--- src/hdl/scbi_pkg.sv ---
package scbi_pkg;

  // ==========================================================================
  // timing
  localparam int unsigned CLK_HZ             = 100_000_000;
  localparam int unsigned SYSRC_HZ           = 115_000;
  localparam int unsigned SYSRC_START_OSC    = 3;
  localparam int unsigned SYSRC_START_CYC    =
    SYSRC_START_OSC * ((CLK_HZ + SYSRC_HZ - 1) / SYSRC_HZ);
  localparam int unsigned LFRC_HZ            = 32_768;
  localparam int unsigned LF_DIV_CYC         = CLK_HZ / LFRC_HZ;
  localparam int unsigned SM_ON_TICKS        = 2;
  localparam int unsigned BR_WRITE_CYC       = 4;
  localparam int unsigned ADC_TEMP_CHANNEL   = 7;

  // ==========================================================================
  // register offsets
  localparam logic [9:0] OFS_IRQ_ENABLE  = 10'h000;
  localparam logic [9:0] OFS_IRQ_DISABLE = 10'h004;
  localparam logic [9:0] OFS_IRQ_MASK    = 10'h008;
  localparam logic [9:0] OFS_IRQ_STATUS  = 10'h00C;
  localparam logic [9:0] OFS_IRQ_CLEAR   = 10'h010;
  localparam logic [9:0] OFS_PWR_STATUS  = 10'h014;
  localparam logic [9:0] OFS_UNLOCK      = 10'h018;
  localparam logic [9:0] OFS_SYSRC_TRIM  = 10'h048;
  localparam logic [9:0] OFS_SUPPLY_MON  = 10'h04C;
  localparam logic [9:0] OFS_TEMP_SENSOR = 10'h050;
  localparam logic [9:0] OFS_FAST_RC     = 10'h058;
  localparam logic [9:0] OFS_RETAIN_0    = 10'h05C;
  localparam logic [9:0] OFS_LOW_RC      = 10'h06C;

  // ==========================================================================
  // fields and reset values
  localparam int unsigned BIT_AE         = 31;
  localparam int unsigned BIT_RETAIN_RDY = 16;
  localparam int unsigned BIT_RETAIN_VAL = 17;
  localparam int unsigned BIT_FLL_LO     = 8;
  localparam int unsigned BIT_BROWNOUT   = 7;
  localparam int unsigned BIT_SM_DETECT  = 6;
  localparam int unsigned BIT_REG_OK     = 5;
  localparam int unsigned BIT_MAIN_OSC   = 1;
  localparam int unsigned BIT_XTAL32     = 0;
  localparam logic [31:0] IRQ_VALID      = 32'h8001_FFE3;
  localparam int unsigned SM_EN_BIT      = 0;
  localparam int unsigned SM_FORCE_BIT   = 1;
  localparam int unsigned SM_RESET_BIT   = 2;
  localparam int unsigned SM_SEL_LO      = 8;
  localparam int unsigned SM_SEL_W       = 4;
  localparam int unsigned EN_BIT         = 0;
  localparam int unsigned UNLOCK_KEY_LO  = 24;
  localparam logic [7:0]  UNLOCK_KEY     = 8'hAA;
  localparam logic [31:0] SM_RESET_VAL   = 32'h0000_0001;
  localparam logic        LOW_RC_EN_RST  = 1'b1;

  typedef enum logic [2:0] {
    SLP_RUN      = 3'b000,
    SLP_IDLE     = 3'b001,
    SLP_FROZEN   = 3'b010,
    SLP_STANDBY  = 3'b011,
    SLP_STOP     = 3'b100,
    SLP_DEEPSTOP = 3'b101,
    SLP_STATIC   = 3'b110
  } scbi_sleep_t;

  typedef enum logic {
    BK_IDLE = 1'b0,
    BK_BUSY = 1'b1
  } scbi_bk_t;

endpackage

--- src/hdl/scbi_irq_flags.sv ---
`timescale 1ns/1ps
`default_nettype none
module scbi_irq_flags #(
  parameter int          W     = 32,
  parameter logic [31:0] VALID = 32'hFFFF_FFFF
) (
  input  wire logic         i_clk,
  input  wire logic         i_rst_n,
  input  wire logic [W-1:0] i_status,
  input  wire logic [W-1:0] i_event,
  input  wire logic [W-1:0] i_clear,
  output logic      [W-1:0] o_flags
);

  // ==========================================================================
  // per-bit rising edge flag
  genvar g;
  generate
    for (g = 0; g < W; g++) begin : g_bit
      if (VALID[g]) begin : g_on
        logic prev;
        wire  set_now = (i_status[g] & ~prev) | i_event[g];
        always_ff @(posedge i_clk or negedge i_rst_n) begin
          if (!i_rst_n) begin
            prev       <= 1'b0;
            o_flags[g] <= 1'b0;
          end else begin
            prev <= i_status[g];
            // set beats clear so a coincident edge is kept
            if (set_now) begin
              o_flags[g] <= 1'b1;
            end else if (i_clear[g]) begin
              o_flags[g] <= 1'b0;
            end
          end
        end
      end else begin : g_off
        assign o_flags[g] = 1'b0;
      end
    end
  endgenerate

endmodule // scbi_irq_flags
`default_nettype wire

--- src/hdl/scbi_sm_sampler.sv ---
`timescale 1ns/1ps
`default_nettype none
module scbi_sm_sampler #(
  parameter int LF_DIV   = 3051,
  parameter int ON_TICKS = 2,
  parameter int SEL_W    = 4
) (
  input  wire logic             i_clk,
  input  wire logic             i_rst_n,
  input  wire logic             i_enable,
  input  wire logic             i_sampling,
  input  wire logic [SEL_W-1:0] i_sel,
  input  wire logic             i_supply_low,
  output logic                  o_power,
  output logic                  o_detect
);

  // ==========================================================================
  // low-frequency tick and sampling period
  logic [15:0] div_cnt;
  logic [23:0] per_cnt;
  wire         lf_tick  = (div_cnt == 16'(LF_DIV - 1));
  wire  [23:0] per_last = (24'h00_0010 << i_sel) - 24'h00_0001;
  wire         in_on    = (per_cnt < 24'(ON_TICKS));
  wire         last_on  = (per_cnt == 24'(ON_TICKS - 1)) & lf_tick;

  always_ff @(posedge i_clk or negedge i_rst_n) begin
    if (!i_rst_n) begin
      div_cnt  <= 16'h0000;
      per_cnt  <= 24'h00_0000;
      o_power  <= 1'b0;
      o_detect <= 1'b0;
    end else if (!i_enable) begin
      div_cnt  <= 16'h0000;
      per_cnt  <= 24'h00_0000;
      o_power  <= 1'b0;
      o_detect <= 1'b0;
    end else if (!i_sampling) begin
      div_cnt  <= 16'h0000;
      per_cnt  <= 24'h00_0000;
      o_power  <= 1'b1;
      o_detect <= i_supply_low;
    end else begin
      div_cnt <= lf_tick ? 16'h0000 : div_cnt + 16'h0001;
      if (lf_tick) begin
        per_cnt <= (per_cnt >= per_last) ? 24'h00_0000 : per_cnt + 24'h00_0001;
      end
      // short measurement window, then long off time
      o_power <= in_on;
      if (last_on) begin
        o_detect <= i_supply_low;
      end
    end
  end

endmodule // scbi_sm_sampler
`default_nettype wire

--- src/hdl/scbi_top.sv ---
`timescale 1ns/1ps
`default_nettype none
module scbi_top #(
  parameter int TRIM_W       = 8,
  parameter int LF_DIV       = scbi_pkg::LF_DIV_CYC,
  parameter int SYSRC_START  = scbi_pkg::SYSRC_START_CYC,
  parameter int BR_WRITE     = scbi_pkg::BR_WRITE_CYC
) (
  input  wire logic              i_clk_sys,
  input  wire logic              i_reset_n,
  input  wire logic              i_por_n,
  input  wire logic [9:0]        i_addr,
  input  wire logic [31:0]       i_wdata,
  input  wire logic              i_wr,
  input  wire logic              i_rd,
  input  wire logic [2:0]        i_sleep_mode,
  input  wire logic [TRIM_W-1:0] i_fuse_trim,
  input  wire logic              i_pm_fast_rc_off,
  input  wire logic              i_pm_pad_ctrl_rc_out,
  input  wire logic              i_pad_func_rc,
  input  wire logic              i_supply_low,
  input  wire logic [7:0]        i_fll_status,
  input  wire logic              i_brownout_detect,
  input  wire logic              i_regulator_ok,
  input  wire logic              i_main_osc_ready,
  input  wire logic              i_xtal32_ready,
  output logic [31:0]            o_rdata,
  output logic                   o_irq,
  output logic                   o_sysrc_run,
  output logic                   o_sysrc_ready,
  output logic [TRIM_W-1:0]      o_sysrc_trim,
  output logic                   o_sm_power,
  output logic                   o_sm_reset_req,
  output logic                   o_low_rc_run,
  output logic                   o_low_rc_pad,
  output logic                   o_temp_sensor_en,
  output logic                   o_fast_rc_run
);

  // ==========================================================================
  // reset synchronisers
  logic rst_s1;
  logic rst_n;
  logic por_s1;
  logic por_n;

  always_ff @(posedge i_clk_sys or negedge i_reset_n) begin
    if (!i_reset_n) begin
      rst_s1 <= 1'b0;
      rst_n  <= 1'b0;
    end else begin
      rst_s1 <= 1'b1;
      rst_n  <= rst_s1;
    end
  end

  // power-on reset also forces the system reset via i_reset_n at board level
  always_ff @(posedge i_clk_sys or negedge i_por_n) begin
    if (!i_por_n) begin
      por_s1 <= 1'b0;
      por_n  <= 1'b0;
    end else begin
      por_s1 <= 1'b1;
      por_n  <= por_s1;
    end
  end

  // ==========================================================================
  // address decode
  wire        wr_ier    = i_wr & (i_addr == scbi_pkg::OFS_IRQ_ENABLE);
  wire        wr_idr    = i_wr & (i_addr == scbi_pkg::OFS_IRQ_DISABLE);
  wire        wr_icr    = i_wr & (i_addr == scbi_pkg::OFS_IRQ_CLEAR);
  wire        wr_unlock = i_wr & (i_addr == scbi_pkg::OFS_UNLOCK);
  wire        hit_trim  = (i_addr == scbi_pkg::OFS_SYSRC_TRIM);
  wire        hit_sm    = (i_addr == scbi_pkg::OFS_SUPPLY_MON);
  wire        wr_temp   = i_wr & (i_addr == scbi_pkg::OFS_TEMP_SENSOR);
  wire        wr_fast   = i_wr & (i_addr == scbi_pkg::OFS_FAST_RC);
  wire        wr_low    = i_wr & (i_addr == scbi_pkg::OFS_LOW_RC);
  wire [9:0]  bk_rel    = i_addr - scbi_pkg::OFS_RETAIN_0;
  wire        hit_bk    = (i_addr >= scbi_pkg::OFS_RETAIN_0) & (bk_rel < 10'h010)
                          & (bk_rel[1:0] == 2'b00);
  wire [1:0]  bk_idx    = bk_rel[3:2];

  // ==========================================================================
  // unlock: key in top byte, target offset in low bits, one access only
  logic       unlock_armed;
  logic [9:0] unlock_addr;
  wire        prot_wr   = i_wr & (hit_trim | hit_sm);
  wire        unlock_ok = unlock_armed & (unlock_addr == i_addr);
  wire        trim_wr   = i_wr & hit_trim & unlock_ok;
  wire        sm_wr     = i_wr & hit_sm & unlock_ok;
  wire        access_err = prot_wr & ~unlock_ok;
  wire        key_ok    = (i_wdata[scbi_pkg::UNLOCK_KEY_LO +: 8] == scbi_pkg::UNLOCK_KEY);

  always_ff @(posedge i_clk_sys or negedge rst_n) begin
    if (!rst_n) begin
      unlock_armed <= 1'b0;
      unlock_addr  <= 10'h000;
    end else if (wr_unlock) begin
      unlock_armed <= key_ok;
      unlock_addr  <= i_wdata[9:0];
    end else if (i_wr) begin
      unlock_armed <= 1'b0;
    end
  end

  // ==========================================================================
  // system RC: trim loaded from fuses once after power-on
  logic        trim_loaded;
  logic [11:0] sysrc_cnt;
  wire         sysrc_on = (i_sleep_mode != scbi_pkg::SLP_STATIC);

  always_ff @(posedge i_clk_sys or negedge por_n) begin
    if (!por_n) begin
      trim_loaded  <= 1'b0;
      o_sysrc_trim <= '0;
    end else if (!trim_loaded) begin
      trim_loaded  <= 1'b1;
      o_sysrc_trim <= i_fuse_trim;
    end else if (trim_wr) begin
      o_sysrc_trim <= i_wdata[TRIM_W-1:0];
    end
  end

  always_ff @(posedge i_clk_sys or negedge rst_n) begin
    if (!rst_n) begin
      sysrc_cnt     <= 12'h000;
      o_sysrc_run   <= 1'b0;
      o_sysrc_ready <= 1'b0;
    end else begin
      o_sysrc_run <= sysrc_on;
      if (!sysrc_on) begin
        sysrc_cnt     <= 12'h000;
        o_sysrc_ready <= 1'b0;
      end else if (sysrc_cnt != 12'(SYSRC_START)) begin
        sysrc_cnt <= sysrc_cnt + 12'h001;
      end else begin
        o_sysrc_ready <= 1'b1;
      end
    end
  end

  // ==========================================================================
  // supply monitor, oscillators, temperature sensor
  logic [31:0] sm_ctrl;
  logic        low_rc_en;
  logic        fast_rc_en;
  logic        sm_detect;
  logic        sm_power;
  wire         deep_sleep  = (i_sleep_mode == scbi_pkg::SLP_DEEPSTOP)
                             | (i_sleep_mode == scbi_pkg::SLP_STATIC);
  wire         sm_en       = sm_ctrl[scbi_pkg::SM_EN_BIT];
  wire         sm_sampling = sm_en & (sm_ctrl[scbi_pkg::SM_FORCE_BIT] | deep_sleep);
  wire [3:0]   sm_sel      = sm_ctrl[scbi_pkg::SM_SEL_LO +: scbi_pkg::SM_SEL_W];
  wire         low_rc_on   = low_rc_en | sm_sampling;

  always_ff @(posedge i_clk_sys or negedge rst_n) begin
    if (!rst_n) begin
      sm_ctrl          <= scbi_pkg::SM_RESET_VAL;
      low_rc_en        <= scbi_pkg::LOW_RC_EN_RST;
      fast_rc_en       <= 1'b0;
      o_temp_sensor_en <= 1'b0;
    end else begin
      if (sm_wr) begin
        sm_ctrl <= i_wdata;
      end
      if (wr_low) begin
        low_rc_en <= i_wdata[scbi_pkg::EN_BIT];
      end
      if (wr_fast) begin
        fast_rc_en <= i_wdata[scbi_pkg::EN_BIT];
      end
      if (wr_temp) begin
        o_temp_sensor_en <= i_wdata[scbi_pkg::EN_BIT];
      end
    end
  end

  always_ff @(posedge i_clk_sys or negedge rst_n) begin
    if (!rst_n) begin
      o_low_rc_run   <= 1'b0;
      o_low_rc_pad   <= 1'b0;
      o_fast_rc_run  <= 1'b0;
      o_sm_power     <= 1'b0;
      o_sm_reset_req <= 1'b0;
    end else begin
      o_low_rc_run   <= low_rc_on;
      o_low_rc_pad   <= low_rc_on & i_pm_pad_ctrl_rc_out & i_pad_func_rc;
      o_fast_rc_run  <= fast_rc_en & ~i_pm_fast_rc_off;
      o_sm_power     <= sm_power;
      o_sm_reset_req <= sm_detect & sm_ctrl[scbi_pkg::SM_RESET_BIT];
    end
  end

  scbi_sm_sampler #(
    .LF_DIV   (LF_DIV),
    .ON_TICKS (scbi_pkg::SM_ON_TICKS),
    .SEL_W    (scbi_pkg::SM_SEL_W)
  ) u_sampler (
    .i_clk        (i_clk_sys),
    .i_rst_n      (rst_n),
    .i_enable     (sm_en),
    .i_sampling   (sm_sampling),
    .i_sel        (sm_sel),
    .i_supply_low (i_supply_low),
    .o_power      (sm_power),
    .o_detect     (sm_detect)
  );

  // ==========================================================================
  // retained words: power-on reset only, write opens a busy window
  logic [31:0]       retained [4];
  logic              bk_done;
  logic              bk_open;
  scbi_pkg::scbi_bk_t bk_state;
  logic [7:0]        bk_cnt;
  wire               bk_ready  = (bk_state == scbi_pkg::BK_IDLE);
  wire               bk_wr     = i_wr & hit_bk & bk_ready;
  wire               bk_finish = (bk_state == scbi_pkg::BK_BUSY)
                                 & (bk_cnt == 8'(BR_WRITE - 1));
  wire               bk_valid  = bk_done & ~bk_open & bk_ready;

  always_ff @(posedge i_clk_sys or negedge por_n) begin
    if (!por_n) begin
      bk_done <= 1'b0;
      bk_open <= 1'b0;
      for (int k = 0; k < 4; k++) begin
        retained[k] <= 32'h0000_0000;
      end
    end else begin
      if (bk_wr) begin
        retained[bk_idx] <= i_wdata;
        bk_open          <= 1'b1;
      end else if (bk_finish) begin
        bk_open <= 1'b0;
        bk_done <= 1'b1;
      end
    end
  end

  // a system reset mid-write leaves bk_open high, so valid stays low
  always_ff @(posedge i_clk_sys or negedge rst_n) begin
    if (!rst_n) begin
      bk_state <= scbi_pkg::BK_IDLE;
      bk_cnt   <= 8'h00;
    end else begin
      case (bk_state)
        scbi_pkg::BK_IDLE: begin
          bk_cnt <= 8'h00;
          if (bk_wr) begin
            bk_state <= scbi_pkg::BK_BUSY;
          end
        end
        scbi_pkg::BK_BUSY: begin
          bk_cnt <= bk_cnt + 8'h01;
          if (bk_finish) begin
            bk_state <= scbi_pkg::BK_IDLE;
          end
        end
        default: begin
          bk_state <= scbi_pkg::BK_IDLE;
        end
      endcase
    end
  end

  // ==========================================================================
  // status and interrupt flags
  logic [31:0] irq_mask;
  logic [31:0] irq_flags;
  wire  [31:0] pwr_status = {14'h0000, bk_valid, bk_ready, i_fll_status,
                             i_brownout_detect, sm_detect, i_regulator_ok,
                             3'b000, i_main_osc_ready, i_xtal32_ready};
  wire  [31:0] irq_event  = {access_err, 31'h0000_0000};
  wire  [31:0] irq_clear  = wr_icr ? i_wdata : 32'h0000_0000;

  scbi_irq_flags #(
    .W     (32),
    .VALID (scbi_pkg::IRQ_VALID)
  ) u_flags (
    .i_clk    (i_clk_sys),
    .i_rst_n  (rst_n),
    .i_status (pwr_status & scbi_pkg::IRQ_VALID),
    .i_event  (irq_event),
    .i_clear  (irq_clear),
    .o_flags  (irq_flags)
  );

  always_ff @(posedge i_clk_sys or negedge rst_n) begin
    if (!rst_n) begin
      irq_mask <= 32'h0000_0000;
      o_irq    <= 1'b0;
    end else begin
      if (wr_ier) begin
        irq_mask <= irq_mask | (i_wdata & scbi_pkg::IRQ_VALID);
      end else if (wr_idr) begin
        irq_mask <= irq_mask & ~i_wdata;
      end
      o_irq <= |(irq_flags & irq_mask);
    end
  end

  // ==========================================================================
  // read path: data only in the cycle after the strobe
  logic [31:0] rd_mux;
  always_comb begin
    rd_mux = 32'h0000_0000;
    case (i_addr)
      scbi_pkg::OFS_IRQ_MASK:    rd_mux = irq_mask;
      scbi_pkg::OFS_IRQ_STATUS:  rd_mux = irq_flags;
      scbi_pkg::OFS_PWR_STATUS:  rd_mux = pwr_status;
      scbi_pkg::OFS_SYSRC_TRIM:  rd_mux = 32'(o_sysrc_trim);
      scbi_pkg::OFS_SUPPLY_MON:  rd_mux = sm_ctrl;
      scbi_pkg::OFS_TEMP_SENSOR: rd_mux = {31'h0000_0000, o_temp_sensor_en};
      scbi_pkg::OFS_FAST_RC:     rd_mux = {31'h0000_0000, fast_rc_en};
      scbi_pkg::OFS_LOW_RC:      rd_mux = {31'h0000_0000, low_rc_en};
      default:                   rd_mux = hit_bk ? retained[bk_idx] : 32'h0000_0000;
    endcase
  end

  always_ff @(posedge i_clk_sys or negedge rst_n) begin
    if (!rst_n) begin
      o_rdata <= 32'h0000_0000;
    end else begin
      o_rdata <= i_rd ? rd_mux : 32'h0000_0000;
    end
  end

  // ==========================================================================
  // checks
  trim_fuse_a: assert property (@(posedge i_clk_sys) disable iff (!por_n)
    !trim_loaded |=> o_sysrc_trim == $past(i_fuse_trim))
    else $error("trim not loaded from fuse");

  trim_lock_a: assert property (@(posedge i_clk_sys) disable iff (!por_n)
    trim_loaded && !trim_wr |=> $stable(o_sysrc_trim))
    else $error("trim changed without unlock");

  access_err_a: assert property (@(posedge i_clk_sys) disable iff (!rst_n)
    prot_wr && !unlock_ok |=> irq_flags[scbi_pkg::BIT_AE])
    else $error("access error flag not set");

  bk_discard_a: assert property (@(posedge i_clk_sys) disable iff (!rst_n)
    i_wr && hit_bk && !bk_ready |=> $stable(retained[bk_idx]))
    else $error("retained write accepted while busy");

  bk_busy_a: assert property (@(posedge i_clk_sys) disable iff (!rst_n)
    bk_wr |=> (!bk_ready && !bk_valid)[*4] ##1 bk_ready && bk_valid)
    else $error("retained busy window wrong");

  flag_edge_a: assert property (@(posedge i_clk_sys) disable iff (!rst_n)
    $rose(i_brownout_detect) ##1 !wr_icr |=> irq_flags[scbi_pkg::BIT_BROWNOUT])
    else $error("edge flag not set");

  set_wins_a: assert property (@(posedge i_clk_sys) disable iff (!rst_n)
    $rose(i_regulator_ok) && wr_icr |=> irq_flags[scbi_pkg::BIT_REG_OK])
    else $error("clear beat coincident set");

  irq_mask_a: assert property (@(posedge i_clk_sys) disable iff (!rst_n)
    ~|(irq_flags & irq_mask) |=> !o_irq)
    else $error("irq without masked flag");

  mask_zero_a: assert property (@(posedge i_clk_sys) disable iff (!rst_n)
    (wr_ier || wr_idr) && i_wdata == 32'h0000_0000 |=> $stable(irq_mask))
    else $error("zero write changed mask");

  low_rc_hold_a: assert property (@(posedge i_clk_sys) disable iff (!rst_n)
    sm_sampling |=> o_low_rc_run)
    else $error("low rc stopped while sampling");

  static_off_a: assert property (@(posedge i_clk_sys) disable iff (!rst_n)
    i_sleep_mode == scbi_pkg::SLP_STATIC |=> !o_sysrc_run && !o_sysrc_ready)
    else $error("system rc running in static");

endmodule // scbi_top
`default_nettype wire

--- config.mk ---
export PLATFORM = sky130hd
export DESIGN_NAME = scbi_top
export DESIGN_NICKNAME = d
export VERILOG_FILES = /design/src/hdl/scbi_pkg.sv /design/src/hdl/scbi_irq_flags.sv /design/src/hdl/scbi_sm_sampler.sv /design/src/hdl/scbi_top.sv
export SDC_FILE = /design/constraint.sdc
export NUM_CORES = 1
export LEC_CHECK = 0
export BUFFER_PORTS_ARGS = -buffer_cell sky130_fd_sc_hd__buf_4
export CAP_MARGIN = 20
export CORE_ASPECT_RATIO = 1.25
export CORE_UTILIZATION = 25
export CTS_BUF_LIST = sky130_fd_sc_hd__clkbuf_4 sky130_fd_sc_hd__clkbuf_8 sky130_fd_sc_hd__clkbuf_16
export DETAILED_ROUTE_END_ITERATION = 16
export PLACE_DENSITY_LB_ADDON = 0.25
export SLEW_MARGIN = 25
export SYNTH_ARGS = -nofsm -noshare
export SYNTH_HDL_FRONTEND = slang
export SYNTH_SLANG_ARGS = --single-unit
--- constraint.sdc ---
create_clock -name i_clk_sys -period 16.6 [get_ports i_clk_sys]
set_input_delay 3.32 -clock i_clk_sys [delete_from_list [all_inputs] [get_ports i_clk_sys]]
set_output_delay 3.32 -clock i_clk_sys [all_outputs]
set_load 0.02 [all_outputs]
==> out/qor.yml, run 1 <==
timing:
  maxSlewViolCount: 0
  hold_viol: 0
  worst_pin_slew_ns: 1.03
  slew_headroom_pct: 30.8
  fmax_ghz: 0.153
  tns_ns: 0
  timing.final.crit_share_pct: 39.4
  min_period_ns: 6.54
  setup_viol: 0
  final.setup_skew_ns: 0.0220
  holdWs_ns: 0.178
  rsz0062_at_grt: "false"
  finalWorstSetupSlack_ns: 10.06
cts:
  cts_sinks: 353
  cts-hold-fix-buffers: 0
  clk_pin_slew_ns: 0.06
  clk_latency_ns: 0.58
  htreeDepth: 2
  numCtsBuffers: 43
  cts_resized: 0
  cts_root_buf: "clkbuf_16"
  post_cts_buffers: 0
  cts.path.max_buffers: 3
  cts_tree: "done"
grt:
  grt_overflow_total: 0
  grt_pass1_vias: 11600
  grt_pass1_wl_um: 72300
  grt_max_degree: 74
  grt_usage_pct: 14.2
  antenna_found_initial: 3
die:
  num_rows: 104
  die_h_um: 289
  io_pins: 123
  die_w_um: 231
  die_area_um2: 66900
  core-area_um2: 64800
  start_util_pct: 25.4
synthesis:
  syn_inst: 1345
  syn_area_um2: 16500
  synth_top_family_by_area: "multiplexers"
  synth-compound-area-share_pct: 10.0
  ys_dominant_reg_cell: "dfrtp_1"
  synth_top_cell_area_share_pct: 53.4
  yosysWarnings: 0
  syn_area_per_cell_um2: 12.2
  synth-simple-area-share_pct: 10.3
  synth-seq-cells: 353
  synth_top_area_cell: "dfrtp_1"
  synthArstFlopShare_pct: 100
  synthAdderAreaFrac_pct: 2.51
  synth_xor_area_share_pct: 2.29
  synthTopCellsByArea: "dfrtp_1 (53%), mux2_2 (9.7%), mux4_2 (4.4%)"
  synth.area.mux_share_pct: 17.6
  synth_edf_count: 0
  ys_seq_area_share_pct: 53.7
  yosysUniqueCellTypes: 67
detailed_routing:
  drc: 0
  ant_nets: 0
  routed_wl_um: 46500
  first_pass_iters: 5
  wl_per_cell_um: 19.8
  drtIter0Drc: 644
  vias_per_cell: 4.77
  num_vias: 11200
finish:
  fillers: 6630
  final_common_cell: "dfrtp_1"
  area_growth_pct: 20.6
  final_cell_mix: "dfrtp_1 (349), mux2_2 (142), buf_4 (141)"
  regArea_um2: 8840
  drive_gt1_share_pct: 30.0
  multi_input_area_um2: 7100
  antenna_cells: 0
  nNetsFinal: 1569
  stdcell_count: 2343
setup_path:
  critPathMaxFanout: 39
  crit_chain: "buf_4, ha_1, or3b_2, nor4_4, buf_4, nor2_1, o211ai_1, or3_1, buf_4, o22ai_1"
  cp_slowest_cell: "buf_4"
  worst_setup_path_end_kind: "flop"
  rr_startpoint: "sm_ctrl[10]"
  cpPeakStageDelay_ns: 0.61
  crit_arrival_ns: 6.96
  cpMostUsedCell: "buf_4"
  critPathKind: "in -> reg"
  cp.required_ns: 17.02
  cp-startpoint: "i_addr[2]"
  start_kind: "input port"
run:
  maxCapViolCount: 0
place:
  dp_cells: 2263
  dp_slack_ns: 9.44
  dp_hpwl_um: 31800
  numPortBuffers: 122
  gp_congestion: 0.786
pwr:
  vdd_drop_max_v: 0.0000700
  cellLeakagePower_nw: 9.33
  powerDensity_nw_per_um2: 100
outcome:
  outcome: "finished clean"
hold_path:
  hold_path_class: "reg -> async"
-- state kept, by name, indices dropped and copies added, names as in the netlist, 8 cells and up, named ones only --
register,count
retained,128
o_rdata,32
sm_ctrl,32
u_sampler.per_cnt,24
irq_mask,17
u_sampler.div_cnt,16
u_flags.o_flags,15
u_flags.g_bit.g_on.prev,14
sysrc_cnt,12
unlock_addr,10
bk_cnt,8
o_sysrc_trim,8
-- kinds of logic (layout without fill, tap and decap cells) --
kind of cell | count (synthesis) | after routing
DFF | 353 | 353
and+or+nand+nor | 319 | 319
AOI/OAI and AO/OA | 240 | 240
muxes | 217 | 217
buffers and inverters | 139 | 284
xor gates and xnor gates | 43 | 43
adders and majority gates | 33 | 33
other | 1 | 6
-- worst paths after layout --
kind                                         end  slack, ns  cells past startpoint
setup / recovery                     o_rdata[14]      10.06                     10
hold / removal                        fast_rc_en       0.18                      0
setup reg to reg           u_sampler.per_cnt[10]      12.74                     14
hold reg to reg                       fast_rc_en       0.18                      0
max in group asynchronous                  rst_n      13.99                      1
min in group i_clk_sys                     rst_n       0.35                      0
-- report_power, final --
part	switching [mW]	internal, mW
clock network	0.387	0.598
registers	0.0169	0.878
logic	0.0647	0.0416
-- final cells by class --
type                    count  area share, %
multi-input cells         858           35.8
clock buffers              61           6.35
clock inverters            17           1.17
inverters                  63           1.19
well taps                 848           5.35
flip-flops and latches    353           44.6
repair buffers            143           5.61
-- cells in the mapped netlist (3+ instances only) --
cell type,instances
dfrtp_1,351
mux2_2,142
nand2_1,83
nor2_1,67
inv_1,63
o21ai_0,51
clkbuf_1,40
ha_1,33
mux4_2,32
mux2_4,30
nand3_1,28
o22ai_1,28
a21o_1,25
a21oi_1,25
a22o_1,25
a21boi_0,23
xnor2_1,23
a22oi_1,22
and3_1,22
nand4_1,22
nor3_1,21
xor2_1,20
buf_1,19
nor3b_1,19
a222oi_1,13
mux2i_1,12
nor4_1,11
and2_1,7
buf_2,7
buf_4,6
nor4b_1,6
a221oi_1,5
or3b_2,4
a211oi_1,3
and4_1,3
buf_6,3
nor2b_1,3
nor4bb_1,3
o211ai_1,3
o21ai_1,3
or3_1,3
-- metrics by stage --
stage	area, µm²	utilization, %	power (mW)
detailed placement	18300	28.2	1.02
global route	19800	30.6	2.07
global placement	18300	28.2	1.02
floorplan	16500	-	0.964
CTS	19800	30.5	2.02
finish	19800	30.6	1.99
-- critical path: cells and delay by family --
kind / cells / cell delay [ns]
AND/OR/NAND/NOR: 4 / 1.55
buffers and inverters: 3 / 1.40
AO/OA/AOI/OAI: 2 / 0.33
adder cells (fa/ha/maj): 1 / 0.32
-- metal layers --
layer,track usage (%),wire length [µm],up-vias
met1,17.4,19600,5743
li1,-,-,5104
met3,2.70,2010,79
met5,0,36,-
met4,5.15,1410,6
met2,24.6,23400,248
(Power assumes the default switching activity.)
==> run 2, diff against run 1 <==
Settings changed: ABC_AREA set to 1.
Clock period 16.6 ns to 6.7 ns, I/O delays scaled along.
==> run 2 against run 1 <==
  * Power up 150%
  * Die area rose by 5.8%
  * Synthesized cell count grew 66%
  * Cell area up 4.3%
  * Worst setup slack got worse by 7.3 ns
  * Count of clock-buffer cells in the layout grew 5
  * Area after synthesis rose by 5.8%
  * Global-route usage grew 2.7 points
  * Via count rose by 38%
  * Final cell count is 40% higher
  * Critical path type unchanged
  * Critical endpoint is now o_rdata[2]
  * Largest power group unchanged
  * Highest routed layer is now met4
==> out/qor.yml, run 2 <==
timing:
  rsz0062_at_grt: "false"
  fmax_ghz: 0.252
  finalWorstSetupSlack_ns: 2.73
  tns_ns: 0
  timing.final.crit_share_pct: 59.2
  hold_viol: 0
  min_period_ns: 3.97
  final.setup_skew_ns: 0.0422
  worst_pin_slew_ns: 1.03
  setup_viol: 0
  maxSlewViolCount: 0
  slew_headroom_pct: 31.3
  holdWs_ns: 0.268
die:
  core-area_um2: 68500
  die_area_um2: 70700
  io_pins: 123
  die_w_um: 238
  start_util_pct: 25.4
  die_h_um: 297
  num_rows: 107
setup_path:
  r2r-end: "u_sampler.per_cnt[10]"
  r2r_slack_ns: 3.01
  critPathMaxFanout: 34
  rr_startpoint: "sm_ctrl[10]"
  start_kind: "input port"
  cp-startpoint: "i_addr[3]"
  reg2reg_depth: 18
  worst_setup_path_end_kind: "flop"
  critPathKind: "in -> reg"
  cp.required_ns: 7.16
  crit_arrival_ns: 4.43
  worstSetupEndpoint: "o_rdata[2]"
cts:
  cts.path.max_buffers: 3
  clk_pin_slew_ns: 0.06
  cts-hold-fix-buffers: 0
  cts_root_buf: "clkbuf_16"
  post_cts_buffers: 0
  cts_resized: 0
  clk_latency_ns: 0.60
  htreeDepth: 2
  cts_tree: "done"
  numCtsBuffers: 42
  cts_sinks: 353
synthesis:
  yosysUniqueCellTypes: 44
  synth-seq-cells: 353
  ys_seq_area_share_pct: 50.8
  yosysWarnings: 0
  synth_top_area_cell: "dfrtp_1"
  syn_inst: 2227
  syn_area_per_cell_um2: 7.82
  ys_top_cells_by_count: "nand2_1 (600), dfrtp_1 (351), nor2_1 (273)"
  synthTopCellsByArea: "dfrtp_1 (50%), nand2_1 (13%), o21ai_0 (6.3%)"
  synth.most_common_cell: "nand2_1"
  synth_top_cell_area_share_pct: 50.4
  synthArstFlopShare_pct: 100
  synth_edf_count: 0
  ys_dominant_reg_cell: "dfrtp_1"
  syn_area_um2: 17400
detailed_routing:
  wl_per_cell_um: 18.0
  ant_nets: 0
  vias_per_cell: 4.70
  drc: 0
  first_pass_iters: 5
  routed_wl_um: 59200
  num_vias: 15400
  drtIter0Drc: 1201
grt:
  grt_max_degree: 127
  antenna_found_initial: 4
  grt_pass1_vias: 15400
  grt_overflow_total: 0
  grt_pass1_wl_um: 92400
  grt_usage_pct: 16.9
place:
  dp_slack_ns: 2.07
  gp_congestion: 0.864
  dp_hpwl_um: 39800
  numPortBuffers: 122
finish:
  nNetsFinal: 2427
  reg_top3: "retained x128, o_rdata x32, sm_ctrl x32"
  drive_gt1_share_pct: 10.9
  fillers: 7414
  area_growth_pct: 18.9
  final_cell_mix: "nand2_1 (600), dfrtp_1 (349), nor2_1 (270)"
  top_register: "retained"
  final_common_cell: "nand2_1"
  largest_reg_flops: 128
pwr:
  cellLeakagePower_nw: 9.92
  powerDensity_nw_per_um2: 239
  vdd_drop_max_v: 0.000162
outcome:
  outcome: "finished clean"
run:
  maxCapViolCount: 0
hold_path:
  hold_path_class: "reg -> async"
==> run 2: how the worst min path moves through the flow <==
| stage | from | to | slack (ns) | cells after the start |
|---|---|---|---|---|
| 2_1_floorplan | u_sampler.o_power | o_sm_power | 0.33 | 0 |
| 6_report | rst_n | o_rdata[0] | 0.27 | 0 |
| 3_5_place_dp | rst_n | o_rdata[0] | 0.29 | 0 |
| 3_3_place_gp | rst_n | o_rdata[0] | 0.29 | 0 |
| 4_1_cts | rst_n | o_rdata[0] | 0.29 | 0 |
| 5_1_grt | rst_n | o_rdata[0] | 0.32 | 0 |
==> run 2: routing by layer <==
metal,up-vias,GRT usage [%],share of wire [%]
met5,-,0,0
met1,7552,21.1,43
met3,97,2.39,4.0
li1,7430,-,-
met2,354,29.0,50
met4,0,6.88,3.3
==> run 2: through the flow <==
step,utilization [%],power [mW],std cells,area (µm²)
global route,30.2,5.14,3282,20700
finish,30.2,4.95,3282,20700
detailed placement,28.1,2.58,3202,19200
global placement,28.1,2.57,3202,19200
CTS,30.2,5.02,3279,20700
floorplan,-,2.42,2232,17400
==> run 2: worst max-delay path: stages <==
cell and delay [ns]:
buf_4 0.15, inv_1 0.14, ha_1 0.30, nand2_1 0.17
nor2_4 0.35, nand2_1 0.19, nand2_1 0.16, nor2_4 0.10
nand2_2 0.65, inv_2 0.46, nor2_1 0.26, nor2_1 0.11
==> run 2: final cells by class <==
cell class              instances  area [µm²]  area share (%)
diodes                          3        7.51          0.0363
well taps                     926        1160            5.60
repair buffers                138        1050            5.08
clock inverters                11         153           0.737
inverters                     201         754            3.64
clock buffers                  66        1310            6.31
flip-flops and latches        353        8840            42.7
multi-input cells            1584        7430            35.9
==> run 2: kinds of logic after synthesis <==
kind of cell,after synthesis,share of synthesized area (%)
AO/OA/AOI/OAI,443,13.2
buffers and inverters,295,6.74
multiplexers,9,0.575
AND/OR/NAND/NOR,1082,25.8
XOR/XNOR,11,0.553
adder cells (fa/ha/maj),33,2.37
flip-flops,353,50.8
other,1,0.0215
==> run 2: where the power goes <==
part | internal (mW) | total, mW | switching [mW]
Sequential | 2.18 | 2.23 | 0.0481
Combinational | 0.102 | 0.308 | 0.205
Clock | 1.43 | 2.41 | 0.983
Total | 3.71 | 4.95 | 1.24
